`src/hw/dsa_regs.svh`:
```
// Timing counts and sizes for the strobe-sequenced dynamic memory controller.
// Assumes a 100 ns controller clock; all counts derive from the times below.
`ifndef DSA_REGS_SVH
`define DSA_REGS_SVH

`define DSA_CLK_NS 100
`define DSA_ROWS 128
`define DSA_INIT_REFS 4'h8
// Least times in ns, rounded up to whole cycles
`define DSA_T_RAH_NS 25
`define DSA_T_RAS_NS 200
`define DSA_T_RP_NS 120
`define DSA_T_CAC_NS 135
`define DSA_T_CWL_NS 80
`define DSA_RAH_CYC ((`DSA_T_RAH_NS + `DSA_CLK_NS - 1) / `DSA_CLK_NS)
`define DSA_RAS_CYC ((`DSA_T_RAS_NS + `DSA_CLK_NS - 1) / `DSA_CLK_NS)
`define DSA_RP_CYC ((`DSA_T_RP_NS + `DSA_CLK_NS - 1) / `DSA_CLK_NS)
`define DSA_CAC_CYC ((`DSA_T_CAC_NS + `DSA_CLK_NS - 1) / `DSA_CLK_NS)
`define DSA_CWL_CYC ((`DSA_T_CWL_NS + `DSA_CLK_NS - 1) / `DSA_CLK_NS)
// Refresh period in ns spread over all rows, rounded down
`define DSA_T_REF_NS 2000000
`define DSA_REF_CYC (`DSA_T_REF_NS / `DSA_ROWS / `DSA_CLK_NS)

`endif

```
`src/hw/dsa_pkg.sv`:
```
// Types shared by the dynamic memory controller files.
// Assumes dsa_regs.svh supplies the numeric constants.
package dsa_pkg;

  // Access kinds a user may request
  typedef enum logic [1:0] {
    DSA_OP_READ = 2'h0,
    DSA_OP_EARLY_WR = 2'h1,
    DSA_OP_DELAY_WR = 2'h2
  } dsa_op_e;

  // One user request: high seven address bits are the row
  typedef struct packed {
    dsa_op_e op;
    logic [13:0] addr;
    logic wdata;
  } dsa_req_s;

  // Pins driven toward the memory device
  typedef struct packed {
    logic ras_n;
    logic cas_n;
    logic write_n;
    logic [6:0] muxed_address_pins;
    logic din;
  } dsa_pins_s;

  // Sequencer states, one-hot
  typedef enum logic [8:0] {
    DSA_ST_IDLE = 9'h001,
    DSA_ST_ASR = 9'h002,
    DSA_ST_ROW = 9'h004,
    DSA_ST_COL = 9'h008,
    DSA_ST_CAS = 9'h010,
    DSA_ST_WR = 9'h020,
    DSA_ST_OPEN = 9'h040,
    DSA_ST_PRE = 9'h080,
    DSA_ST_REF = 9'h100
  } dsa_state_e;

endpackage

```
`src/hw/dsa_cnt.sv`:
```
// Loadable down counter with a zero flag, used for phase and refresh timing.
// Assumes one clock, active-low asynchronous reset and a clock enable.
`timescale 1ns/10ps
module dsa_cnt #(
  parameter int W = 8
) (
  input wire logic ref_clk_in,
  input wire logic rst_n_in,
  input wire logic ce_in,
  input wire logic load_in,
  input wire logic [W-1:0] load_val_in,
  output logic done_out
);

  logic [W-1:0] cnt_q;

  // Zero means the timed interval has elapsed
  assign done_out = (cnt_q == '0);

  // Load wins; otherwise count down to zero and stop
  always_ff @(posedge ref_clk_in or negedge rst_n_in) begin
    if (!rst_n_in) begin
      cnt_q <= '0;
    end else if (ce_in) begin
      if (load_in) begin
        cnt_q <= load_val_in;
      end else if (!done_out) begin
        cnt_q <= cnt_q - 1'b1;
      end
    end
  end

endmodule

```
`src/hw/dsa_ctrl.sv`:
```
// Controller that drives a 16K x 1 strobe-sequenced dynamic memory.
// Assumes the device data output is sampled synchronously to ref_clk_in.
//
// Behaviour
// Address sent row half first, column second
// Device latches row on row strobe fall
// Device accepts column strobe after row hold
// Late column strobe still works, slower access
// Device latches data on later falling edge
// Early write lowers write before column strobe
// Delayed write lowers write after column strobe
// Reads keep write high while column low
// Device output floats while column strobe high
// Device output valid until column strobe rises
// Device drives cell data at access time
// Early write keeps device output floating
// Either strobe may act as chip select
// All-early-write controller may share data line
// Both strobes may be decoded in grid
// Device cycle kind set by strobe ordering
// Refresh all 128 rows every 2 ms
// Eight refresh cycles before normal use
// Device acts only with both strobes
// Page mode holds row strobe, pulses column
// Row-only cycle refreshes without data output
`timescale 1ns/10ps
`include "dsa_regs.svh"
module dsa_ctrl (
  input wire logic ref_clk_in,
  input wire logic rst_n_in,
  input wire logic ce_in,
  input wire logic req_valid_in,
  input wire dsa_pkg::dsa_req_s req_in,
  input wire logic page_en_in,
  input wire logic dram_dout_in,
  output logic req_ready_out,
  output logic rsp_valid_out,
  output logic rsp_data_out,
  output logic init_done_out,
  output dsa_pkg::dsa_pins_s pins_out
);

  dsa_pkg::dsa_state_e state_q, state_d;
  dsa_pkg::dsa_pins_s pins_q, pins_d;
  dsa_pkg::dsa_req_s cur_q, cur_d;
  logic ready_q, ready_d;
  logic rsp_valid_q, rsp_valid_d;
  logic rsp_data_q, rsp_data_d;
  logic init_q, init_d;
  logic is_ref_q, is_ref_d;
  logic have_q, have_d;
  logic ref_pend_q, ref_pend_d;
  logic [6:0] refrow_q, refrow_d;
  logic [3:0] init_cnt_q, init_cnt_d;
  logic ph_load;
  logic [7:0] ph_val;
  logic ph_done;
  logic ref_tick;
  logic ref_clear;

  // Request decode
  wire take_w = ready_q && req_valid_in;
  wire same_row_w = (req_in.addr[13:7] == cur_q.addr[13:7]);
  wire is_early_w = (cur_q.op == dsa_pkg::DSA_OP_EARLY_WR);
  wire is_delay_w = (cur_q.op == dsa_pkg::DSA_OP_DELAY_WR);
  wire is_read_w = (cur_q.op == dsa_pkg::DSA_OP_READ);
  wire init_full_w = (init_cnt_q == `DSA_INIT_REFS);
  wire [6:0] row_w = req_in.addr[13:7];

  // Phase timer: loaded on entry to each timed state
  dsa_cnt #(.W(8)) u_phase (
    .ref_clk_in(ref_clk_in),
    .rst_n_in(rst_n_in),
    .ce_in(ce_in),
    .load_in(ph_load),
    .load_val_in(ph_val),
    .done_out(ph_done)
  );

  // Refresh interval timer, reloads itself on each tick
  dsa_cnt #(.W(8)) u_refresh (
    .ref_clk_in(ref_clk_in),
    .rst_n_in(rst_n_in),
    .ce_in(ce_in),
    .load_in(ref_tick),
    .load_val_in(8'(`DSA_REF_CYC - 1)),
    .done_out(ref_tick)
  );

  // Pending refresh: a new tick wins over the clear
  assign ref_pend_d = ref_tick | (ref_pend_q & ~ref_clear);

  // Sequencer next state
  always_comb begin
    state_d = state_q;
    pins_d = pins_q;
    cur_d = cur_q;
    ready_d = ready_q;
    rsp_valid_d = 1'b0;
    rsp_data_d = rsp_data_q;
    is_ref_d = is_ref_q;
    have_d = have_q;
    refrow_d = refrow_q;
    init_cnt_d = init_cnt_q;
    ref_clear = 1'b0;
    ph_load = 1'b0;
    ph_val = 8'h00;
    case (state_q)
      dsa_pkg::DSA_ST_IDLE: begin
        if (take_w) begin
          cur_d = req_in;
          ready_d = 1'b0;
          is_ref_d = 1'b0;
          pins_d.muxed_address_pins = row_w;
          state_d = dsa_pkg::DSA_ST_ASR;
        end else if (!init_full_w || ref_pend_q) begin
          ready_d = 1'b0;
          is_ref_d = 1'b1;
          pins_d.muxed_address_pins = refrow_q;
          state_d = dsa_pkg::DSA_ST_ASR;
        end else begin
          ready_d = 1'b1;
        end
      end
      dsa_pkg::DSA_ST_ASR: begin
        // Row address has had a cycle of setup; drop the row strobe
        pins_d.ras_n = 1'b0;
        ph_load = 1'b1;
        if (is_ref_q) begin
          ph_val = 8'(`DSA_RAS_CYC - 1);
          state_d = dsa_pkg::DSA_ST_REF;
        end else begin
          ph_val = 8'(`DSA_RAH_CYC - 1);
          state_d = dsa_pkg::DSA_ST_ROW;
        end
      end
      dsa_pkg::DSA_ST_ROW: begin
        if (ph_done) begin
          pins_d.muxed_address_pins = cur_q.addr[6:0];
          pins_d.write_n = ~is_early_w;
          pins_d.din = cur_q.wdata;
          state_d = dsa_pkg::DSA_ST_COL;
        end
      end
      dsa_pkg::DSA_ST_COL: begin
        pins_d.cas_n = 1'b0;
        ph_load = 1'b1;
        ph_val = 8'(`DSA_CAC_CYC - 1);
        state_d = dsa_pkg::DSA_ST_CAS;
      end
      dsa_pkg::DSA_ST_CAS: begin
        if (ph_done) begin
          if (!is_early_w) begin
            rsp_data_d = dram_dout_in;
          end
          if (is_delay_w) begin
            pins_d.write_n = 1'b0;
            ph_load = 1'b1;
            ph_val = 8'(`DSA_CWL_CYC - 1);
            state_d = dsa_pkg::DSA_ST_WR;
          end else begin
            pins_d.cas_n = 1'b1;
            pins_d.write_n = 1'b1;
            rsp_valid_d = 1'b1;
            if (page_en_in && !ref_pend_q) begin
              ready_d = 1'b1;
              state_d = dsa_pkg::DSA_ST_OPEN;
            end else begin
              pins_d.ras_n = 1'b1;
              ph_load = 1'b1;
              ph_val = 8'(`DSA_RP_CYC - 1);
              state_d = dsa_pkg::DSA_ST_PRE;
            end
          end
        end
      end
      dsa_pkg::DSA_ST_WR: begin
        if (ph_done) begin
          pins_d.cas_n = 1'b1;
          pins_d.write_n = 1'b1;
          rsp_valid_d = 1'b1;
          if (page_en_in && !ref_pend_q) begin
            ready_d = 1'b1;
            state_d = dsa_pkg::DSA_ST_OPEN;
          end else begin
            pins_d.ras_n = 1'b1;
            ph_load = 1'b1;
            ph_val = 8'(`DSA_RP_CYC - 1);
            state_d = dsa_pkg::DSA_ST_PRE;
          end
        end
      end
      dsa_pkg::DSA_ST_OPEN: begin
        // Row stays open one cycle for a same-row follow-on
        ready_d = 1'b0;
        if (take_w && same_row_w) begin
          cur_d = req_in;
          pins_d.muxed_address_pins = req_in.addr[6:0];
          pins_d.write_n = ~(req_in.op == dsa_pkg::DSA_OP_EARLY_WR);
          pins_d.din = req_in.wdata;
          state_d = dsa_pkg::DSA_ST_COL;
        end else begin
          if (take_w) begin
            cur_d = req_in;
            have_d = 1'b1;
          end
          pins_d.ras_n = 1'b1;
          ph_load = 1'b1;
          ph_val = 8'(`DSA_RP_CYC - 1);
          state_d = dsa_pkg::DSA_ST_PRE;
        end
      end
      dsa_pkg::DSA_ST_PRE: begin
        if (ph_done) begin
          if (have_q) begin
            have_d = 1'b0;
            is_ref_d = 1'b0;
            pins_d.muxed_address_pins = cur_q.addr[13:7];
            state_d = dsa_pkg::DSA_ST_ASR;
          end else begin
            ready_d = init_full_w && !ref_pend_q;
            state_d = dsa_pkg::DSA_ST_IDLE;
          end
        end
      end
      dsa_pkg::DSA_ST_REF: begin
        // Row-only refresh: column strobe never falls
        if (ph_done) begin
          pins_d.ras_n = 1'b1;
          refrow_d = refrow_q + 7'h01;
          if (!init_full_w) begin
            init_cnt_d = init_cnt_q + 4'h1;
          end
          ref_clear = 1'b1;
          ph_load = 1'b1;
          ph_val = 8'(`DSA_RP_CYC - 1);
          state_d = dsa_pkg::DSA_ST_PRE;
        end
      end
      default: begin
        state_d = dsa_pkg::DSA_ST_IDLE;
        ready_d = 1'b0;
      end
    endcase
  end

  assign init_d = init_full_w;

  // State registers, frozen while the clock enable is low
  always_ff @(posedge ref_clk_in or negedge rst_n_in) begin
    if (!rst_n_in) begin
      state_q <= dsa_pkg::DSA_ST_IDLE;
      pins_q <= {1'b1, 1'b1, 1'b1, 7'h00, 1'b0};
      cur_q <= '0;
      ready_q <= 1'b0;
      rsp_valid_q <= 1'b0;
      rsp_data_q <= 1'b0;
      init_q <= 1'b0;
      is_ref_q <= 1'b0;
      have_q <= 1'b0;
      ref_pend_q <= 1'b0;
      refrow_q <= 7'h00;
      init_cnt_q <= 4'h0;
    end else if (ce_in) begin
      state_q <= state_d;
      pins_q <= pins_d;
      cur_q <= cur_d;
      ready_q <= ready_d;
      rsp_valid_q <= rsp_valid_d;
      rsp_data_q <= rsp_data_d;
      init_q <= init_d;
      is_ref_q <= is_ref_d;
      have_q <= have_d;
      ref_pend_q <= ref_pend_d;
      refrow_q <= refrow_d;
      init_cnt_q <= init_cnt_d;
    end
  end

  assign pins_out = pins_q; // Separate data pins, one device, no strobe decode
  assign req_ready_out = ready_q;
  assign rsp_valid_out = rsp_valid_q;
  assign rsp_data_out = rsp_data_q;
  assign init_done_out = init_q;

  // Cycles since the last row-only refresh ended its DSA_ST_REF phase, saturating
  localparam int GAP_MAX = `DSA_REF_CYC + 24;
  logic [8:0] gap_q;
  always_ff @(posedge ref_clk_in or negedge rst_n_in) begin
    if (!rst_n_in) begin
      gap_q <= 9'h000;
    end else if (ce_in) begin
      gap_q <= (state_q == dsa_pkg::DSA_ST_REF) ? 9'h000 : gap_q + {8'h00, ~&gap_q};
    end
  end
endmodule

```
`config.mk`:
```
export PLATFORM = sky130hd
export DESIGN_NAME = dsa_ctrl
export DESIGN_NICKNAME = d
export VERILOG_FILES = /design/src/hw/dsa_pkg.sv /design/src/hw/dsa_cnt.sv /design/src/hw/dsa_ctrl.sv
export VERILOG_INCLUDE_DIRS = /design/src /design/src/hw
export SDC_FILE = /design/constraint.sdc
export NUM_CORES = 1
export LEC_CHECK = 0
export ABC_AREA = 0
export ABC_CLOCK_PERIOD_IN_PS = 5200
export BUFFER_PORTS_ARGS = -buffer_cell sky130_fd_sc_hd__buf_2
export CELL_PAD_IN_SITES_DETAIL_PLACEMENT = 2
export CELL_PAD_IN_SITES_GLOBAL_PLACEMENT = 2
export CORE_AREA = 2 2 105 107
export CTS_BUF_LIST = sky130_fd_sc_hd__clkbuf_4 sky130_fd_sc_hd__clkbuf_8
export DETAILED_ROUTE_END_ITERATION = 10
export DIE_AREA = 0 0 107 109
export GPL_TIMING_DRIVEN = 0
export HOLD_SLACK_MARGIN = 0.15
export PLACE_DENSITY_LB_ADDON = 0.1
export SYNTH_ARGS = -nofsm -noshare
export SYNTH_HDL_FRONTEND = slang
export SYNTH_HIERARCHICAL = 1
export SYNTH_SLANG_ARGS = --single-unit
```
`constraint.sdc`:
```
create_clock -name ref_clk_in -period 5.2 [get_ports ref_clk_in]
set_input_delay 1.3 -clock ref_clk_in [delete_from_list [all_inputs] [get_ports ref_clk_in]]
set_output_delay 1.3 -clock ref_clk_in [all_outputs]
set_load 0.05 [all_outputs]
```
# After elaboration in Yosys (flattened, before gate mapping)
# Cells that the tools add are included.
classes:
  reduce_logical: 33
  addsub: 4
  mux: 73
  n_bitwise: 7
  n_eq_ne: 27
op_table:
  columns: ["cell", "count"]
  rows:
  - ["two-way mux 9 bit", 11]
  - ["one-hot mux 9 bit (9 select lines)", 1]
  - ["two-way mux 8 bit", 5]
  - ["two-way mux 1 bit", 34]
  - ["two-way mux 17 bit", 2]
  - ["one-hot mux 17 bit (2 select lines)", 1]
  - ["two-way mux 7 bit", 4]
  - ["one-hot mux 7 bit (4 select lines)", 1]
  - ["AND reduction 7 bit", 4]
  - ["inequality test 2 bit, second input constant", 12]
  - ["zero test 8 bit", 2]
  - ["subtractor 8 x 1 -> 8 bit, second input constant", 2]
  - ["one-hot mux 1 bit (5 select lines)", 3]
  - ["AND reduction 5 bit", 3]
  - ["AND reduction 4 bit", 3]
  - ["equality test 9 x 1 -> 1 bit, second input constant", 1]
  - ["equality test 9 x 2 -> 1 bit, second input constant", 1]
  - ["equality test 9 x 3 -> 1 bit, second input constant", 1]
  - ["equality test 9 x 4 -> 1 bit, second input constant", 1]
  - ["equality test 9 x 5 -> 1 bit, second input constant", 1]
  - ["equality test 9 x 6 -> 1 bit, second input constant", 1]
  - ["equality test 9 x 7 -> 1 bit, second input constant", 1]
  - ["equality test 9 x 8 -> 1 bit, second input constant", 1]
  - ["equality test 9 bit, second input constant", 1]
  - ["other kinds (28)", 47]
word_totals:
  regBits: 71
  inputBits: 23
  wordCells: 164
  out_inout_bits: 15

# Logic depth before layout (Yosys ltp)
# Gate-level depths: netlist of run 1.
depth:
  depth_word: 8
  ltp_mapped: 12
  mapped_depth_nobuf: 9

# Hierarchy
# The synthesis of run 1 kept the hierarchy.
modules_own_cells:
  columns: ["mod", "instances", "area_per_inst_um2", "cells_each", "seq_area_each_um2"]
  rows:
  - ["dsa_ctrl", 1, 3309.4, 332, 1381.3]
  - ["dsa_cnt", 2, 545.5, 60, 200.2]

# Least setup slack after synthesis of run 1
# No wires, ideal clock.
synth_path:
  path_type: "input-to-reg"
  from: "in req_valid_in"
  to: "reg u_phase.cnt_q[7]"
  n_path_buf: 1
  cell_stages: 9
  arrival_time_ns: 2.848
  setup_slack_ns: 2.228
  required_time_ns: 5.076
  setup_ns: 0.124
  cell_sequence: "nand2_1 -> nor4_1 -> a21oi_1 -> nor2_1 -> nand2_1 -> buf_6 -> nor2_1 -> and4_1 -> a211o_1"
synth_between:
  elab_chain_cells: 6
synth_rtl:
  columns: ["item", "line_no", "text"]
  rows:
  - ["start, declared", "dsa_ctrl.sv:32", "input wire logic req_valid_in,"]
  - ["logical AND 1 bit (*)", "dsa_ctrl.sv:62", "wire take_w = ready_q && req_valid_in;"]
  - ["logical AND 1 bit (*)", "dsa_ctrl.sv:196", "if (take_w && same_row_w) begin"]
  - ["two-way mux 1 bit (*)", "dsa_ctrl.sv:196", null]
  - ["one-hot mux 1 bit (5 select lines) (*)", "dsa_ctrl.sv:108", "case (state_q)"]
  - ["net ph_load", "dsa_ctrl.sv:55", "logic ph_load;"]
  - ["inequality test 2 bit (no source line)", null, null]
  - ["AND reduction 2 bit (no source line)", null, null]
  - ["end signal, assigned", "dsa_cnt.sv:26", "cnt_q <= load_val_in;"]
  - ["end signal, assigned", "dsa_cnt.sv:28", "cnt_q <= cnt_q - 1'b1;"]
  - ["end, declared", "dsa_cnt.sv:15", "logic [W-1:0] cnt_q;"]
# The timed path passes the listed nets; every way through them passes the cells marked *.
# A chain may end at the register's enable or synchronous reset.

# Final worst setup path of run 1
layout_path:
  from: "reg state_q[5]"
  to: "reg u_phase.cnt_q[7]"
layout_between:
  elab_chain_cells: 5
layout_rtl:
  columns: ["item", "line_no", "text"]
  rows:
  - ["start, declared", "dsa_ctrl.sv:43", "dsa_pkg::dsa_state_e state_q, state_d;"]
  - ["start signal, assigned", "dsa_ctrl.sv:252", "state_q <= dsa_pkg::DSA_ST_IDLE;"]
  - ["start signal, assigned", "dsa_ctrl.sv:265", "state_q <= state_d;"]
  - ["equality test 9 x 2 -> 1 bit / equality test 9 x 4 -> 1 bit (equally long branches)", "dsa_ctrl.sv:108", null]
  - ["OR reduction 2 bit (no source line)", null, null]
  - ["one-hot mux 1 bit (5 select lines) (*)", "dsa_ctrl.sv:108", null]
  - ["net ph_load", "dsa_ctrl.sv:55", null]
  - ["inequality test 2 bit (no source line)", null, null]
  - ["AND reduction 2 bit (no source line)", null, null]
# Marked as above.

==> qor.txt, run 1 <==
Number of global-route vias before repair: 4,411
Yosys top cell area share: 0.381
WP data arrival: 3.83 ns
Crit path time final: 3.58 ns
Die H: 109 um
Synth Warn #: 6
Synthesized area: 4400 um2
Synth Flop Type: dfrtp_1
Setup_tns: 0 ns
DRC viols: 0
Min-delay src: init_done_out
Area of the multi-input gates: 2460 um2
Initial DRC count: 187
R2r startpoint: state_q[5]
Vias per cell: 5.91
Reg clk slew, reported paths: 0.08 ns
Die Footprint: 11,700 um2
IR drop worst, VDD: 236 uV
Rows: 38
Final Hold Vio Count: 0
Post-CTS Setup Inserts: 0
Max-cap viol count: 0
Rel. slew slack: 0.299
Post-route design area: 5030 um2
I/O pin cnt: 38
H-tree depth: 3
Core area: 10,600 um2
Final Util: 0.475
GRT Residual Overflow: 0
Area Overhead vs Synth: 14.4%
Num CTS Buffers: 9
Seq. cell area: 1780 um2
Worst skew pair latency: 0.36 ns
Data required, critical path: 5.45 ns
Placement Setup Slack: 1.49 ns
# port buffers: 37
Crit share post-route: 0.688
Status: finished clean
Yosys top cell by area: dfrtp_1
Fillers: 1,188
Nets: 542
Antenna-violating nets left: 0
Ant. Diodes: 0
CP Class: reg -> reg
Drt pass-1 iters: 4
Global-route wire length before repair: 23,900 um
Register bit total from synthesis: 71
Total GRT Usage: 0.269
Initial Utilization: 0.415
Setup violators final: 0
Post-route worst setup slack: 1.62 ns
Chip width: 107 um
GP Congestion: 0.901
Max Freq: 279 MHz
Root Buffer: clkbuf_8
CTS tree: done
Worst Max-Slew Pin Slew: 1.04 ns
Number of enable flip-flop cells after synthesis: 0
Post-Syn Instances: 452
CTS sink cnt: 71
HP Class: reg -> reg
CTS Buffer Depth: 2
Synth unique cells: 68
Crit path capture type: flop
Routed WL: 14,500 um
Via Count: 3,894
Layout cell share with drive strength beyond 1: 0.239
Power Density: 439 nW/um2
Syn avg cell area: 9.74 um2
Post-synthesis sequential area ratio: 0.405
Async SR Flop Fraction: 1.00
WL/cell: 22.0 um
DP Wirelength: 10,500 um
Lkg Pwr: 2.24 nW
Initial antenna violation count: 0
Max FO, Critical Path: 10
Slew Limit Fails: 0
Launch point of the worst path: state_q[5]
Main area contributors after synthesis: dfrtp_1 (38%), o21ai_0 (5.1%), mux2_2 (4.1%)
Placed cell area: 4830 um2
Hold-fix buffers, CTS: 0
Resized cells post-CTS: 0
Pin count of the biggest net entering global routing: 40
Startpoint class of the critical path: flop
Skew final: 0.00661 ns
Unrepaired setup endpoints after global routing: false
synthesized netlist by cell type, types with 5 or more instances:
cell type and instances:
xnor2_1 9, nand4_1 7, nor2b_1 7, or2_2 6, xor2_1 11, nor4_1 10, a211oi_1 5, buf_2 5
dfrtp_1 67, nand3_1 11, nor3_1 11, clkbuf_1 8, mux2_4 10, a22oi_1 5, inv_1 15, ha_1 5
and3_1 7, o21ai_0 45, a21oi_1 21, nand2b_1 8, mux2_2 16, o31ai_1 6, nor2_1 20, nand2_1 43
a31oi_1 6
cells by family after synthesis:
family / synth area share
AO/OA/AOI/OAI: 0.206
XOR/XNOR: 0.0398
adder cells (fa/ha/maj): 0.0142
buffers and inverters: 0.0472
flip-flops: 0.405
multiplexers: 0.0751
other: 0.00171
AND/OR/NAND/NOR: 0.211
report_power, final:
part	total [mW]	leakage, nW	switching (mW)	internal (mW)
Sequential	0.796	0.927	0.131	0.665
Clock	0.460	0.107	0.216	0.243
Combinational	0.953	1.20	0.608	0.345
Total	2.21	2.24	0.955	1.25
routing by layer:
metal	track usage	vias to the layer above	routed length, um	share of wire
li1	-	1788	-	-
met1	0.316	2001	6030	0.42
met2	0.482	72	7500	0.52
met3	0.0448	33	417	0.029
met4	0.125	0	547	0.038
met5	0	-	0	0
path summary, 6_finish.rpt:
path	end	slack, ns	cells past startpoint
max	u_phase/cnt_q[7]	1.62	10
min	init_done_out	0.49	2
max reg2reg	u_phase/cnt_q[7]	1.62	10
min reg2reg	init_done_out	0.49	2
max in group asynchronous	state_q[0]	3.67	2
min in group asynchronous	u_phase/cnt_q[5]	0.89	1
cell usage in the layout, fill, tap and decap left out, drive strengths merged, types with 4 or more instances in the layout:
master,n
a211oi,6
or2,6
o31ai,9
a22oi,5
nand2b,8
nor4,12
nand3,11
nor2,20
xor2,11
or4,7
and3,7
nor2b,7
o21ai,45
nand2,43
a31oi,6
conb,15
or3,5
dfstp,4
inv,15
nand4,7
o32a,4
o311ai,4
clkbuf,22
xnor2,9
nor3,12
ha,5
a32oi,4
mux2,26
buf,49
dfrtp,67
a21oi,21
layout make-up:
type,count,share of cell area
multi-input cells,358,0.490
flip-flops and latches,71,0.354
repair buffers,38,0.0413
well taps,140,0.0348
clock buffers,12,0.0303
plain buffers,21,0.0301
inverters,15,0.0112
clock inverters,4,0.00895
critical path: stages (launching register included):
cell and delay, ns:
dfrtp_1 0.40, clkbuf_1 0.23, nor4_1 0.72, nand3_1 0.35
a21oi_1 0.78, nor2_1 0.08, nand2_1 0.18, buf_6 0.16
nor2_1 0.09, and4_1 0.20, a211o_1 0.26
through the flow:
stage	hold slack, ns	std cells	total power [mW]
4_1_cts	0.497	659	2.22
2_1_floorplan	0.432	465	1.45
6_report	0.490	659	2.21
3_3_place_gp	0.469	642	1.68
3_5_place_dp	0.476	643	1.74
5_1_grt	0.519	659	2.35
Power figures use the tool's default switching activity.
==> run 2, diff against run 1 <==
Settings changed: ABC_CLOCK_PERIOD_IN_PS 5200 to 3390, CORE_AREA 2 2 105 107 to 2 2 108 110, DIE_AREA 0 0 107 109 to 0 0 110 112.
Clock period 5.2 ns to 3.39 ns, I/O delays scaled along.
==> qor.txt, run 2 (synthesized netlist as in run 1, its figures left out) <==
Status: finished clean
Ant. Diodes: 0
Setup_tns: 0 ns
Post-CTS Setup Inserts: 0
Crit path time final: 3.21 ns
Data required, critical path: 3.63 ns
Num CTS Buffers: 9
Routed WL: 14,200 um
Chip width: 110 um
Placement Setup Slack: -0.388 ns
Pin count of the biggest net entering global routing: 41
CTS Buffer Depth: 2
Root Buffer: clkbuf_8
Max Freq: 311 MHz
Fillers: 1,203
H-tree depth: 3
Hold-fix buffers, CTS: 0
Drt pass-1 iters: 4
Crit path capture type: flop
DP Wirelength: 10,300 um
Worst skew pair latency: 0.36 ns
Layout cell share with drive strength beyond 1: 0.249
Initial antenna violation count: 0
Critical path, cell by cell: buf_6 -> or4_1 -> buf_2 -> or2_2 -> nor4_1 -> nor2_1 -> nand2_1 -> buf_6 -> nor2_1 -> and4_1 -> a211o_1
Antenna-violating nets left: 0
Rows: 39
Initial Utilization: 0.394
Lkg Pwr: 2.26 nW
Startpoint class of the critical path: flop
Post-route worst setup slack: 0.175 ns
I/O pin cnt: 38
Worst Max-Slew Pin Slew: 1.40 ns
WL/cell: 21.4 um
Max FO, Critical Path: 10
IR drop worst, VDD: 253 uV
Commonest non-fill, non-tap cell in the layout: dfrtp_1
R2r startpoint: state_q[4]
Final Hold Vio Count: 0
Via Count: 3,863
Power Density: 682 nW/um2
GRT Residual Overflow: 0
Global-route wire length before repair: 22,700 um
Slowest cell on the critical path: or4_1
Rel. slew slack: 0.0618
Max-cap viol count: 0
Core area: 11,200 um2
Crit path capture: u_phase/cnt_q[7]
WP data arrival: 3.46 ns
CP max stage delay: 0.50 ns
Die Footprint: 12,300 um2
Area Overhead vs Synth: 15.9%
Setup violators final: 0
# port buffers: 37
HP Class: in -> async
CTS tree: done
Crit share post-route: 0.948
Unrepaired setup endpoints after global routing: false
R2r worst-path depth: 11
Launch point of the worst path: state_q[4]
CP Class: reg -> reg
Die H: 112 um
Placed cell area: 4840 um2
Worst R2R End: u_phase/cnt_q[7]
Reg2Reg Setup Slack: 0.18 ns
CTS sink cnt: 71
Vias per cell: 5.84
Number of global-route vias before repair: 4,231
Nets: 542
Reg clk slew, reported paths: 0.08 ns
Post-route design area: 5100 um2
Total GRT Usage: 0.242
DRC viols: 0
Most frequent cells in the layout: dfrtp_1 (67), o21ai_0 (45), nand2_1 (43)
GP Congestion: 0.773
Initial DRC count: 143
Slew Limit Fails: 0
Skew final: 0.0138 ns
## run 2: cell count changes in the layout (fill, tap and decap cells not counted), sizes merged
| cell | change |
|---|---|
| clkbuf | -2 |
| bufinv | +1 |
| clkinv | +1 |
## run 2: report_power, final
part / internal [mW] / total [mW] / switching [mW]
registers: 1.02 / 1.21 / 0.193
clock network: 0.432 / 0.784 / 0.352
logic: 0.538 / 1.48 / 0.943
total: 1.99 / 3.48 / 1.49
## run 2: timing repair
action | in CTS | in global routing
pin swaps | 0 | 0
cloned | 0 | 0
endpoints found under the setup margin | 10 | 4
resized for setup | 5 | 3
## run 2: worst max-delay path, delay by kind of cell (launching register included)
family	cells	cell delay [ns]
flops	1	0.38
compound gates	1	0.26
buf+inv	3	0.51
simple gates	7	1.93
## run 2: metrics by stage
step           total power [mW]  instances  utilization  hold WS, ns
3_3_place_gp               2.61        645        0.431        0.464
6_report                   3.48        662        0.457        0.424
5_1_grt                    3.69        662        0.457        0.457
3_5_place_dp               2.68        646        0.433        0.473
2_1_floorplan              2.22        465            -        0.432
4_1_cts                    3.49        662        0.454        0.442
## run 2: cell type report
cell class / count / area (um2) / share of cell area
clock buffer: 10 / 138 / 0.0270
tap: 143 / 179 / 0.0351
timing repair buffer: 38 / 208 / 0.0407
inverter: 15 / 56.3 / 0.0110
clock inverter: 6 / 83.8 / 0.0164
sequential: 71 / 1780 / 0.349
buffer: 21 / 153 / 0.0299
multi-input combinational: 358 / 2500 / 0.491
## run 2: per-layer routing
metal	track usage	share of wire	up-vias
li1	-	-	1800
met1	0.299	0.43	1988
met2	0.429	0.53	54
met3	0.0263	0.018	21
met4	0.0861	0.022	0
met5	0	0	-
## run 2: worst min-delay path by stage
stage | start | to | slack, ns
6_report | rst_n_in | u_phase/cnt_q[5] | 0.42
5_1_grt | rst_n_in | u_phase/cnt_q[5] | 0.46
4_1_cts | rst_n_in | u_phase/cnt_q[5] | 0.44
3_5_place_dp | pins_out[9] | pins_out[9] | 0.47
3_3_place_gp | init_done_out | init_done_out | 0.46
2_1_floorplan | is_ref_q | state_q[2] | 0.43
